File: config.mk
export PLATFORM = sky130hd
export DESIGN_NAME = dacio_top
export DESIGN_NICKNAME = d
export VERILOG_FILES = /design/src/verilog/dacio_top.v /design/src/verilog/dacio_buf_mem.v
export VERILOG_INCLUDE_DIRS = /design/src /design/src/verilog
export SDC_FILE = /design/constraint.sdc
export NUM_CORES = 1
export LEC_CHECK = 0
export ABC_AREA = 0
export ABC_CLOCK_PERIOD_IN_PS = 8000
export BUFFER_PORTS_ARGS = -buffer_cell sky130_fd_sc_hd__buf_2
export CAP_MARGIN = 10
export CORE_ASPECT_RATIO = 0.8
export CORE_MARGIN = 1
export CORE_UTILIZATION = 31
export DETAILED_ROUTE_END_ITERATION = 12
export PLACE_DENSITY = 0.53
export SETUP_SLACK_MARGIN = 0.2
export SLEW_MARGIN = 10
export SYNTH_ARGS = -nofsm -noshare
export SYNTH_HDL_FRONTEND = slang
export SYNTH_SLANG_ARGS = --single-unit
File: constraint.sdc
create_clock -name CORE_CLK -period 8 [get_ports CORE_CLK]
set_input_delay 0.8 -clock CORE_CLK [delete_from_list [all_inputs] [get_ports CORE_CLK]]
set_output_delay 0.8 -clock CORE_CLK [all_outputs]
set_load 0.1 [all_outputs]
File: src/verilog/dacio_defs.vh
// Constants for the analog output module bus interface
`ifndef DACIO_DEFS_VH
`define DACIO_DEFS_VH

// ****************************************
// Device address range and bus fields
// ****************************************
`define DACIO_DEV_ADDR_LO    6'o50
`define DACIO_DEV_ADDR_HI    6'o57
`define DACIO_DEV_ADDR_W     6
`define DACIO_FUNC_W         3
`define DACIO_WORD_W         16

// ****************************************
// Converter organisation
// ****************************************
`define DACIO_NUM_CONV       8
`define DACIO_CONV_IDX_W     3
`define DACIO_NUM_BOARDS     4
`define DACIO_RES_BITS       12
`define DACIO_MASTER_CONVS   2

// ****************************************
// Reset values
// ****************************************
`define DACIO_SEL_RESET      8'h00
`define DACIO_EXC_RESET      8'h00

`endif

File: src/verilog/dacio_top.v
// Bus interface logic of the analog output master module
`include "dacio_defs.vh"

// Function
// [RULE1] Respond only to device addresses 50-57 octal
// [RULE2] Unaddressed module takes no action
// [RULE3] Master decodes address for three expansion boards
// [RULE4] Eight select lines, one per converter number
// [RULE5] Master holds select state for expansions
// [RULE6] Selection holds until reselect, clear, power
// [RULE7] Handshake with processor or block controller
// [RULE8] Latch word into selected buffer, convert
// [RULE9] External control drives one of eight lines
// [RULE10] Sense code picks one of eight inputs
// [RULE11] External control only in the master
// [RULE12] Two channels per board, one-channel variants
// [RULE13] Resolution 10, 12 or 14 bits; the code is fixed at 12 bits
// [RULE14] Right-aligned two's complement, upper bits ignored
// [RULE15] Select command carries converter number 0-7
// [RULE16] Accept output from A, B or memory
// [RULE17] Buffer holds last value until rewrite
module dacio_top #(
    parameter [5:0] DEV_ADDR  = `DACIO_DEV_ADDR_LO,
    parameter       ONE_CHAN  = 0
) (
    input  wire                            CORE_CLK,
    input  wire                            RST,
    input  wire [`DACIO_DEV_ADDR_W-1:0]    BUS_DEV_ADDR,
    input  wire [`DACIO_FUNC_W-1:0]        BUS_FUNC,
    input  wire [`DACIO_WORD_W-1:0]        BUS_DATA,
    input  wire                            EXC_STROBE,
    input  wire                            SEL_STROBE,
    input  wire                            SENSE_STROBE,
    input  wire                            OUT_A_STROBE,
    input  wire                            OUT_B_STROBE,
    input  wire                            OUT_MEM_STROBE,
    input  wire                            BTC_REQ,
    input  wire [`DACIO_NUM_CONV-1:0]      SENSE_INPUTS,
    output reg  [`DACIO_NUM_CONV-1:0]      CONV_SELECT,
    output reg  [`DACIO_NUM_CONV-1:0]      EXTERNAL_CONTROL_LINES,
    output reg                             SENSE_RESPONSE,
    output reg                             PROC_ACK,
    output reg                             BTC_ACK,
    output reg                             LOAD_STROBE,
    output reg  [`DACIO_CONV_IDX_W-1:0]    LOAD_IDX,
    output reg  [`DACIO_RES_BITS-1:0]      LOAD_DATA,
    output reg  [`DACIO_RES_BITS-1:0]      MON_DATA
);

    // ****************************************
    // Local states of the load handshake
    // ****************************************
    localparam [2:0] ST_IDLE = 3'b001;
    localparam [2:0] ST_LOAD = 3'b010;
    localparam [2:0] ST_ACK  = 3'b100;

    // Converter number that a single-channel master lacks
    localparam [2:0] MISSING_CONV = 3'h1;

    reg [2:0]                       state;
    reg [2:0]                       next_state;
    reg                             from_btc;
    reg [`DACIO_CONV_IDX_W-1:0]     cur_idx;
    reg [`DACIO_RES_BITS-1:0]       hold_word;
    wire                            addressed;
    wire                            out_req;
    wire                            chan_ok;
    wire [`DACIO_RES_BITS-1:0]      mem_rd;
    // Decoded lines and request qualifiers
    wire [`DACIO_NUM_CONV-1:0]      func_hot;
    wire [`DACIO_NUM_CONV-1:0]      sel_hit;
    wire [`DACIO_NUM_CONV-1:0]      exc_hit;
    wire [`DACIO_NUM_CONV-1:0]      sense_bit;
    wire [`DACIO_NUM_BOARDS-1:0]    board_sel;
    wire                            any_sel;
    wire                            btc_ok;
    wire                            take_req;

    // One-hot decode, used for select and control lines
    function [`DACIO_NUM_CONV-1:0] onehot8;
        input [`DACIO_CONV_IDX_W-1:0] code;
        begin
            onehot8 = 8'h01 << code;
        end
    endfunction

    // ****************************************
    // Per-line and per-board decode
    // ****************************************
    // Code turned into eight lines once, shared below
    assign func_hot = onehot8(BUS_FUNC);

    genvar g;
    generate
        // One AND per line on the shared decode keeps each output one gate deep
        for (g = 0; g < `DACIO_NUM_CONV; g = g + 1) begin : g_line
            // [RULE4] [RULE15] select line for converter number g
            assign sel_hit[g]   = addressed & SEL_STROBE & func_hot[g];
            // [RULE9] control line g pulses on its own code
            assign exc_hit[g]   = addressed & EXC_STROBE & func_hot[g];
            // [RULE10] only the addressed sense input passes
            assign sense_bit[g] = SENSE_INPUTS[g] & func_hot[g];
        end
        // [RULE3] [RULE5] two converters per board, four boards
        for (g = 0; g < `DACIO_NUM_BOARDS; g = g + 1) begin : g_board
            // Board g holds converters 2g and 2g+1
            assign board_sel[g] = CONV_SELECT[2*g] | CONV_SELECT[2*g+1];
        end
    endgenerate

    // A load needs some board here to hold a selection
    assign any_sel = |board_sel;

    // ****************************************
    // Address decode
    // ****************************************
    // [RULE1] range and own-address match
    // [RULE2] nothing happens unless addressed
    assign addressed = (BUS_DEV_ADDR == DEV_ADDR) &&
                       (DEV_ADDR >= `DACIO_DEV_ADDR_LO) &&
                       (DEV_ADDR <= `DACIO_DEV_ADDR_HI);
    // [RULE16] any of three output instructions
    assign out_req = addressed & (OUT_A_STROBE | OUT_B_STROBE | OUT_MEM_STROBE);

    // [RULE12] single-channel master lacks converter 1
    assign chan_ok = !(ONE_CHAN != 0 && cur_idx == MISSING_CONV);

    // ****************************************
    // Converter selection
    // ****************************************
    // [RULE3] [RULE5] master holds selects for all boards
    // [RULE6] held until reselect or system clear
    always @(posedge CORE_CLK or posedge RST) begin
        if (RST) begin
            CONV_SELECT <= `DACIO_SEL_RESET;
        end else if (|sel_hit) begin
            // [RULE4] [RULE15] number in function field
            CONV_SELECT <= sel_hit;
        end
    end

    // ****************************************
    // Selected converter number
    // ****************************************
    // Kept beside the lines so the write path needs no encoder
    always @(posedge CORE_CLK or posedge RST) begin
        if (RST) begin
            cur_idx <= {`DACIO_CONV_IDX_W{1'b0}};
        end else if (|sel_hit) begin
            cur_idx <= BUS_FUNC;
        end
    end

    // ****************************************
    // External control and sense
    // ****************************************
    // [RULE9] [RULE11] one line pulsed, master only
    always @(posedge CORE_CLK or posedge RST) begin
        if (RST) begin
            EXTERNAL_CONTROL_LINES <= `DACIO_EXC_RESET;
        end else begin
            // Pulsed, not held: lines fall back the cycle after
            EXTERNAL_CONTROL_LINES <= exc_hit;
        end
    end

    // ****************************************
    // Sense return
    // ****************************************
    // [RULE10] selected input level returned for one cycle
    // Level is sampled on the strobe edge only
    always @(posedge CORE_CLK or posedge RST) begin
        if (RST) begin
            SENSE_RESPONSE <= 1'b0;
        end else begin
            SENSE_RESPONSE <= addressed & SENSE_STROBE & (|sense_bit);
        end
    end

    // ****************************************
    // Buffer load handshake
    // ****************************************
    // ****************************************
    // Request acceptance
    // ****************************************
    // [RULE7] a controller offer still held during its ack is not taken again
    // Offers that arrive while busy are simply not taken
    assign btc_ok   = BTC_REQ & addressed & ~BTC_ACK;
    assign take_req = (state == ST_IDLE) && (out_req || btc_ok) && any_sel;

    // Next state; a request waits in idle only
    always @* begin
        next_state = state;
        case (state)
            ST_IDLE: begin
                if (take_req) begin
                    next_state = ST_LOAD;
                end
            end
            ST_LOAD: begin
                next_state = ST_ACK;
            end
            ST_ACK: begin
                next_state = ST_IDLE;
            end
            default: begin
                next_state = ST_IDLE;
            end
        endcase
    end

    // Handshake state register; outputs get their own processes
    always @(posedge CORE_CLK or posedge RST) begin
        if (RST) begin
            state <= ST_IDLE;
        end else begin
            state <= next_state;
        end
    end

    // ****************************************
    // Word capture
    // ****************************************
    // [RULE7] capture side and word on the take edge
    // [RULE14] low bits kept, sign at top implemented bit
    // Word is held here so the bus may move on after the take edge
    always @(posedge CORE_CLK or posedge RST) begin
        if (RST) begin
            from_btc  <= 1'b0;
            hold_word <= {`DACIO_RES_BITS{1'b0}};
        end else if (take_req) begin
            // Processor wins when both offer a word
            from_btc  <= ~out_req;
            hold_word <= BUS_DATA[`DACIO_RES_BITS-1:0];
        end
    end

    // ****************************************
    // Converter write strobe
    // ****************************************
    // [RULE8] one write per accepted word except to the missing channel, converted at once
    always @(posedge CORE_CLK or posedge RST) begin
        if (RST) begin
            LOAD_STROBE <= 1'b0;
            LOAD_IDX    <= {`DACIO_CONV_IDX_W{1'b0}};
            LOAD_DATA   <= {`DACIO_RES_BITS{1'b0}};
        end else if (state == ST_LOAD) begin
            // [RULE12] missing channel is never written
            LOAD_STROBE <= chan_ok;
            LOAD_IDX    <= cur_idx;
            LOAD_DATA   <= hold_word;
        end else begin
            LOAD_STROBE <= 1'b0;
        end
    end

    // ****************************************
    // Transfer acknowledge
    // ****************************************
    // [RULE7] acknowledge to whichever party supplied data
    always @(posedge CORE_CLK or posedge RST) begin
        if (RST) begin
            PROC_ACK <= 1'b0;
            BTC_ACK  <= 1'b0;
        end else if (state == ST_ACK) begin
            PROC_ACK <= ~from_btc;
            BTC_ACK  <= from_btc;
        end else begin
            PROC_ACK <= 1'b0;
            BTC_ACK  <= 1'b0;
        end
    end

    // ****************************************
    // Buffer store
    // ****************************************
    // [RULE13] [RULE17] fixed-width words held until rewrite
    dacio_buf_mem dacio_buf_mem_inst (
        .clk     (CORE_CLK),
        .rst     (RST),
        .wr_en   (LOAD_STROBE),
        .wr_idx  (LOAD_IDX),
        .wr_data (LOAD_DATA),
        .rd_idx  (cur_idx),
        .rd_data (mem_rd)
    );

    // ****************************************
    // Readback
    // ****************************************
    // Readback of selected buffer, one extra stage
    always @(posedge CORE_CLK or posedge RST) begin
        if (RST) begin
            MON_DATA <= {`DACIO_RES_BITS{1'b0}};
        end else begin
            MON_DATA <= mem_rd;
        end
    end

endmodule // dacio_top

File: src/verilog/dacio_buf_mem.v
// Eight-word converter buffer store with registered read data
`include "dacio_defs.vh"

module dacio_buf_mem (
    input  wire                            clk,
    input  wire                            rst,
    input  wire                            wr_en,
    input  wire [`DACIO_CONV_IDX_W-1:0]    wr_idx,
    input  wire [`DACIO_RES_BITS-1:0]      wr_data,
    input  wire [`DACIO_CONV_IDX_W-1:0]    rd_idx,
    output reg  [`DACIO_RES_BITS-1:0]      rd_data
);

    reg [`DACIO_RES_BITS-1:0] mem [0:`DACIO_NUM_CONV-1];
    integer i;

    // Words hold until rewritten or cleared
    always @(posedge clk or posedge rst) begin
        if (rst) begin
            for (i = 0; i < `DACIO_NUM_CONV; i = i + 1) begin
                mem[i] <= {`DACIO_RES_BITS{1'b0}};
            end
            rd_data <= {`DACIO_RES_BITS{1'b0}};
        end else begin
            if (wr_en) begin
                mem[wr_idx] <= wr_data;
            end
            rd_data <= mem[rd_idx];
        end
    end

endmodule // dacio_buf_mem

# --- After elaboration in Yosys (flattened, before gate mapping) ---
# Index checks and enable logic that the tools add are counted.
word_totals:
  ff_bits: 174
  inputBits: 42
  output_inout_bits: 47
  word_cells: 91
op_classes:
  n_lt_le_gt_ge: 3
  n_eq_ne: 5
  shifts: 1
  muxes: 11
  n_bitwise: 42
  n_reduce_logical: 7
ops:
  columns: ["operator", "count"]
  rows:
  - ["$bwmux 96", 1]
  - ["$bmux 12 s3", 1]
  - ["$demux 12 s3", 1]
  - ["$mux 12", 3]
  - ["$and 1x1->1", 31]
  - ["$reduce_or 8->1", 2]
  - ["$ge 4x4->1 const B", 2]
  - ["$not 3->4", 2]
  - ["$shl 1x3->8 const A", 1]
  - ["$eq 6x6->1 const B", 1]
  - ["$or 1x1->1", 6]
  - ["$pmux 3 s2", 1]
  - ["$lt 4x1->1 const B", 1]
  - ["$reduce_or 4->1", 1]
  - ["$eq 3x1->1 const B", 1]
  - ["$eq 3x2->1 const B", 1]
  - ["$eq 3x3->1 const B", 1]
  - ["$logic_and 1x1->1", 3]
  - ["$mux 1", 3]
  - ["$mux 3", 1]
  - ["$not 1->1", 3]
  - ["$ne 2x2->1 const B", 1]
  - ["$logic_or 1x1->1", 1]

# --- Logic depth before layout (Yosys ltp) ---
logic_depth:
  word_depth: 8
  ltp_mapped: 5
  depth_no_buf: 4

# --- By module ---
# Synthesis repeated with hierarchy kept, for this count alone.
hier_totals:
  cells_unflattened: 422
  hier_area_um2: 7163.1
modules_own_cells:
  columns: ["module", "instances", "cells_each", "area_per_inst_um2", "seq_area_each_um2"]
  rows:
  - ["dacio_buf_mem", 1, 264, 4713.3, 2702.6]
  - ["dacio_top", 1, 158, 2449.8, 1652.8]

# --- Worst setup path before layout ---
# Ideal clock, no wire load.
synth_timing:
  path_type: "register to register"
  from: "reg LOAD_IDX[0]"
  to: "reg dacio_buf_mem_inst.mem[72] (netlist name)"
  setup_time_ps: 126
  t_arrival_ps: 2160
  required_time_ps: 7874
  slack_ps: 5714
  stages_incl_launch_ff: 5
  n_path_buf: 2
  synth_period_minus_slack_ps: 2286
  path_cell_list: "dfrtp_1 > clkbuf_1 > nor3b_1 > buf_2 > mux2_2"
synth_via:
  elab_chain_cells: 6
  word_cells_on_any_way: 7
  classes_between: "order compare (2); mux (3); bitwise (1); reduce/logical (1)"
synth_rtl:
  columns: ["item", "line", "text"]
  rows:
  - ["start: declaration", "dacio_top.v:45", "output reg [`DACIO_CONV_IDX_W-1:0] LOAD_IDX,"]
  - ["start signal: assignment", "dacio_top.v:245", "LOAD_IDX <= {`DACIO_CONV_IDX_W{1'b0}};"]
  - ["start signal: assignment", "dacio_top.v:250", "LOAD_IDX <= cur_idx;"]
  - ["$not 3->4 (implied by the code) (*)", "dacio_buf_mem.v:26", "mem[wr_idx] <= wr_data;"]
  - ["$ge 4x4->1 (implied by the code) / $lt 4x1->1 (equally long branches)", "dacio_buf_mem.v:26", null]
  - ["$logic_and 1x1->1 (implied by the code)", "dacio_buf_mem.v:26", null]
  - ["$mux 12 (implied by the code)", "dacio_buf_mem.v:26", null]
  - ["$demux 12 s3 (*)", "dacio_buf_mem.v:26", null]
  - ["$bwmux 96 (*)", "dacio_buf_mem.v:26", null]
  - ["end signal: indexed assignment", "dacio_buf_mem.v:21", "mem[i] <= {`DACIO_RES_BITS{1'b0}};"]
  - ["end signal: indexed assignment", "dacio_buf_mem.v:26", null]
  - ["end: declaration", "dacio_buf_mem.v:14", "reg [`DACIO_RES_BITS-1:0] mem [0:`DACIO_NUM_CONV-1];"]
# Mark *: on every way between the ends. The rest lies on a longest branch, timed or not.
# A chain may end at the register's enable or synchronous reset.

# --- Worst setup path in the final report ---
layout_timing:
  from: "in BUS_DEV_ADDR[4]"
  to: "reg hold_word[2]"
layout_via:
  elab_chain_cells: 6
  word_cells_on_any_way: 7
  classes_between: "eq/ne (1); bitwise (3); reduce/logical (3)"
layout_rtl:
  columns: ["item", "line", "text"]
  rows:
  - ["start: declaration", "dacio_top.v:28", "input wire [`DACIO_DEV_ADDR_W-1:0] BUS_DEV_ADDR,"]
  - ["$eq 6x6->1 (*)", "dacio_top.v:119", "assign addressed = (BUS_DEV_ADDR == DEV_ADDR) &&"]
  - ["$and 1x1->1 (2 in series)", "dacio_top.v:188", "assign btc_ok = BTC_REQ & addressed & ~BTC_ACK;"]
  - ["$logic_or 1x1->1 (*)", "dacio_top.v:189", "assign take_req = (state == ST_IDLE) && (out_req || btc_ok) && any_sel;"]
  - ["$logic_and 1x1->1 (*) (2 in series)", "dacio_top.v:189", null]
  - ["end signal: assignment", "dacio_top.v:230", "hold_word <= {`DACIO_RES_BITS{1'b0}};"]
  - ["end signal: assignment", "dacio_top.v:234", "hold_word <= BUS_DATA[`DACIO_RES_BITS-1:0];"]
  - ["end: declaration", "dacio_top.v:64", "reg [`DACIO_RES_BITS-1:0] hold_word;"]
# Marks and branches as above.

==> key figures <==
Clocking
  – Post-CTS Setup Inserts: 0
  – Clk slew on worst S/H paths: approximately 70 ps
  – CTS Buf Count: 17
  – Clock Path Buffers: 2
  – CTS tree: done
  – Clock sink count: approximately 170
  – Htree depth: 4
  – Clk_lat worst skew: 430 ps
  – Clock Tree Root: clkbuf_16
  – CTS Hold Bufs: 0
  – CTS resizes: 0

Routing
  – WL final: ~15000 um
  – First drt pass iteration count: 4
  – Vias: a little under 4k
  – Vias/cell: between 4 and 5
  – DRC: 0
  – Drt initial violations: roughly 160
  – Routed Antenna Nets: 0
  – DR WL/cell: about 18 um

Run
  – Max-Cap Viols: 0

Worst setup path
  – Register-to-register setup slack: between 5000 and 6000 ps
  – CP Data Arrival Time: 2720 ps
  – Worst setup startpoint: BUS_DEV_ADDR[4]
  – FF-to-FF path depth: 3
  – Crit. End Element: flop
  – WP data required: 8310 ps
  – R2R Path End: hold_word[2]$_DFFE_PP0P_
  – Launching point of the worst reg2reg path: state[0]$_DFFE_PP1P_
  – CP Class: in -> reg
  – Crit path max fanout: 15
  – Crit start category: input pin

Finish
  – Fin cells: roughly 840
  – Ratio of cells with drive above 1 in the final layout: 0.5460
  – Area grow syn2layout: 18.98%
  – Final nets: about 560
  – N_diodes: 0

Floorplan
  – Row count: 49
  – Die Wd: 170.9 um
  – Die area: 23430 um2
  – # IOs: 89
  – Die H: around 140 um
  – Starting Density: 0.3152
  – Core Box Area: about 22000 um2

Timing
  – Max_slew headroom: 0.3145
  – RSZ-0062 raised after global routing: no
  – FMAX: 0.4145 GHz
  – Final Cycle Share: 0.3016
  – Worst clock skew: between 8 and 9 ps
  – Actual slew at the worst max-slew pin: around 1000 ps
  – Total Neg Setup Slack: 0 ps
  – Tmin final: between 2000 and 2500 ps
  – Slew Viols, Final: 0
  – Fin. Hold Viols: 0
  – Final setup vio count: 0

Synthesis
  – Seq/Total Area, Yosys: 0.6158
  – Syn Inst Count: approximately 430
  – Share of the synthesized area in the top cell type: 0.6121
  – Syn avg cell area: 16.33 um2
  – Post-synth top cells: 173 x dfrtp_1, 123 x mux2_2, 24 x mux4_2
  – Area leader, netlist: dfrtp_1
  – Post-synthesis cell type count: 37
  – Primary FF master, synth: dfrtp_1
  – Top post-synthesis cells by area: dfrtp_1 61%, mux2_2 20%, mux4_2 7.6%, mux2_4 2.1%, buf_2 0.85%
  – Synth async-reset ratio: 1.000
  – Count leader, synth: dfrtp_1
  – Mapped Area: between 7000 and 8000 um2
  – Warnings, synthesis: 0
  – Syn_nets: around 480
  – Yosys reg bits: around 170
  – Number of synthesized flops with an enable pin: 0

Min path
  – Hold path start: dacio_buf_mem_inst.rd_data[3]$_DFF_PP0_
  – Hold EP: MON_DATA[3]$_DFF_PP0_
  – Hold Crit Depth: 0
  – Hold crit path type: reg -> reg

Place
  – Port Buf Inserts: 84
  – Post-placement cell count: 807
  – Hpwl dp: ~9100 um
  – Gpl congestion: ~0.73

Global routing
  – GR Overflow Total: 0
  – Largest net degree at the start of global routing: 94
  – Vias in the first global route: about 4.2k
  – GRT Resource Usage Total: 0.1388
  – First-pass GRT wire length: 24180 um
  – Antenna violations before repair: 0

Status
  – Status: complete, no violations

Power
  – Lkg Pwr: between 0.004 and 0.005 uW
  – Maximum vdd drop: 0.1024 mV
  – Power per Cell Area: around 220 nW/um2
==> sequential cells by signal, summed over array words and instances, names as in the netlist <==
name and cells:
LOAD_IDX 3, LOAD_DATA 12, SENSE_RESPONSE 1, LOAD_STROBE 1, MON_DATA 12, BTC_ACK 1
state 3, EXTERNAL_CONTROL_LINES 8, cur_idx 3, dacio_buf_mem_inst.rd_data 12, hold_word 12, from_btc 1
dacio_buf_mem_inst.mem 96, CONV_SELECT 8, PROC_ACK 1
==> routing by layer <==
layer  vias up  track usage  wire length, um
met1      2039       0.1782             6884
met5         -            0                0
met4         0      0.03423              146
met3        12      0.03673              445
met2        53       0.2333             7477
li1       1761            -                -
==> area by class of cell <==
class                           instances  area [um2]
Fill cell                            2158       14020
Sequential cell                       174        4355
Multi-Input combinational cell        230        2584
Timing Repair Buffer                   92       480.5
Clock buffer                           18       439.2
Tap cell                              306       382.9
Clock inverter                         14       150.1
Inverter                                5       23.77
==> worst max-delay path by stage <==
stage                     cells past startpoint                        to  slack [ps]
after floorplan                               1         BTC_ACK$_DFF_PP0_        2480
after global placement                        5  hold_word[7]$_DFFE_PP0P_        5110
after detailed placement                      5  hold_word[2]$_DFFE_PP0P_        5070
after CTS                                     5  hold_word[2]$_DFFE_PP0P_        5520
after global routing                          5  hold_word[2]$_DFFE_PP0P_        5470
final                                         5  hold_word[2]$_DFFE_PP0P_        5590
==> kinds of logic (layout without fill, tap and decap cells) <==
group	count (synthesis)	in the layout	share of synthesized area
simple gates	51	51	0.04387
flops	174	174	0.6158
mux	164	164	0.3043
compound gates	15	15	0.01645
buf+inv	29	129	0.01964
==> layout by cell type (no fill, tap or decap), drive strengths merged, types with 3 or more instances in the layout <==
master,synthesis,routed
dfrtp,173,173
mux2,138,138
buf,16,92
mux4,24,24
clkbuf,8,18
nand2,15,15
inv,5,12
o31ai,6,6
nor2,6,6
nor3,6,6
nor3b,5,5
clkinv,0,5
o21ai,4,4
nand2b,3,3
nand3,3,3
nand4b,3,3
==> critical path, cell delays in order <==
cell and delay, ps:
buf_2 90, nand4bb_1 220, nor3_2 340, nand4_2 720, mux2_4 540
==> stage by stage <==
step	cell area [um2]	hold WS (ps)	power (uW)	setup WS, ps	utilization
2_1_floorplan	7073	331.2	986.7	2485	-
3_3_place_gp	7826	338.4	1017	5109	0.3488
3_5_place_dp	7826	334.7	1019	5066	0.3488
4_1_cts	8416	353.5	1852	5519	0.3750
5_1_grt	8416	362.0	1898	5472	0.3750
6_report	8416	350.2	1824	5587	0.3750
==> report_power, final <==
part / internal, uW / total, uW / switching [uW]
combinational: 36.2 / 100 / 64.0
clock: 450 / 825 / 375
sequential: 889 / 899 / 9.84
No activity file was read; power rests on OpenSTA's default activity.
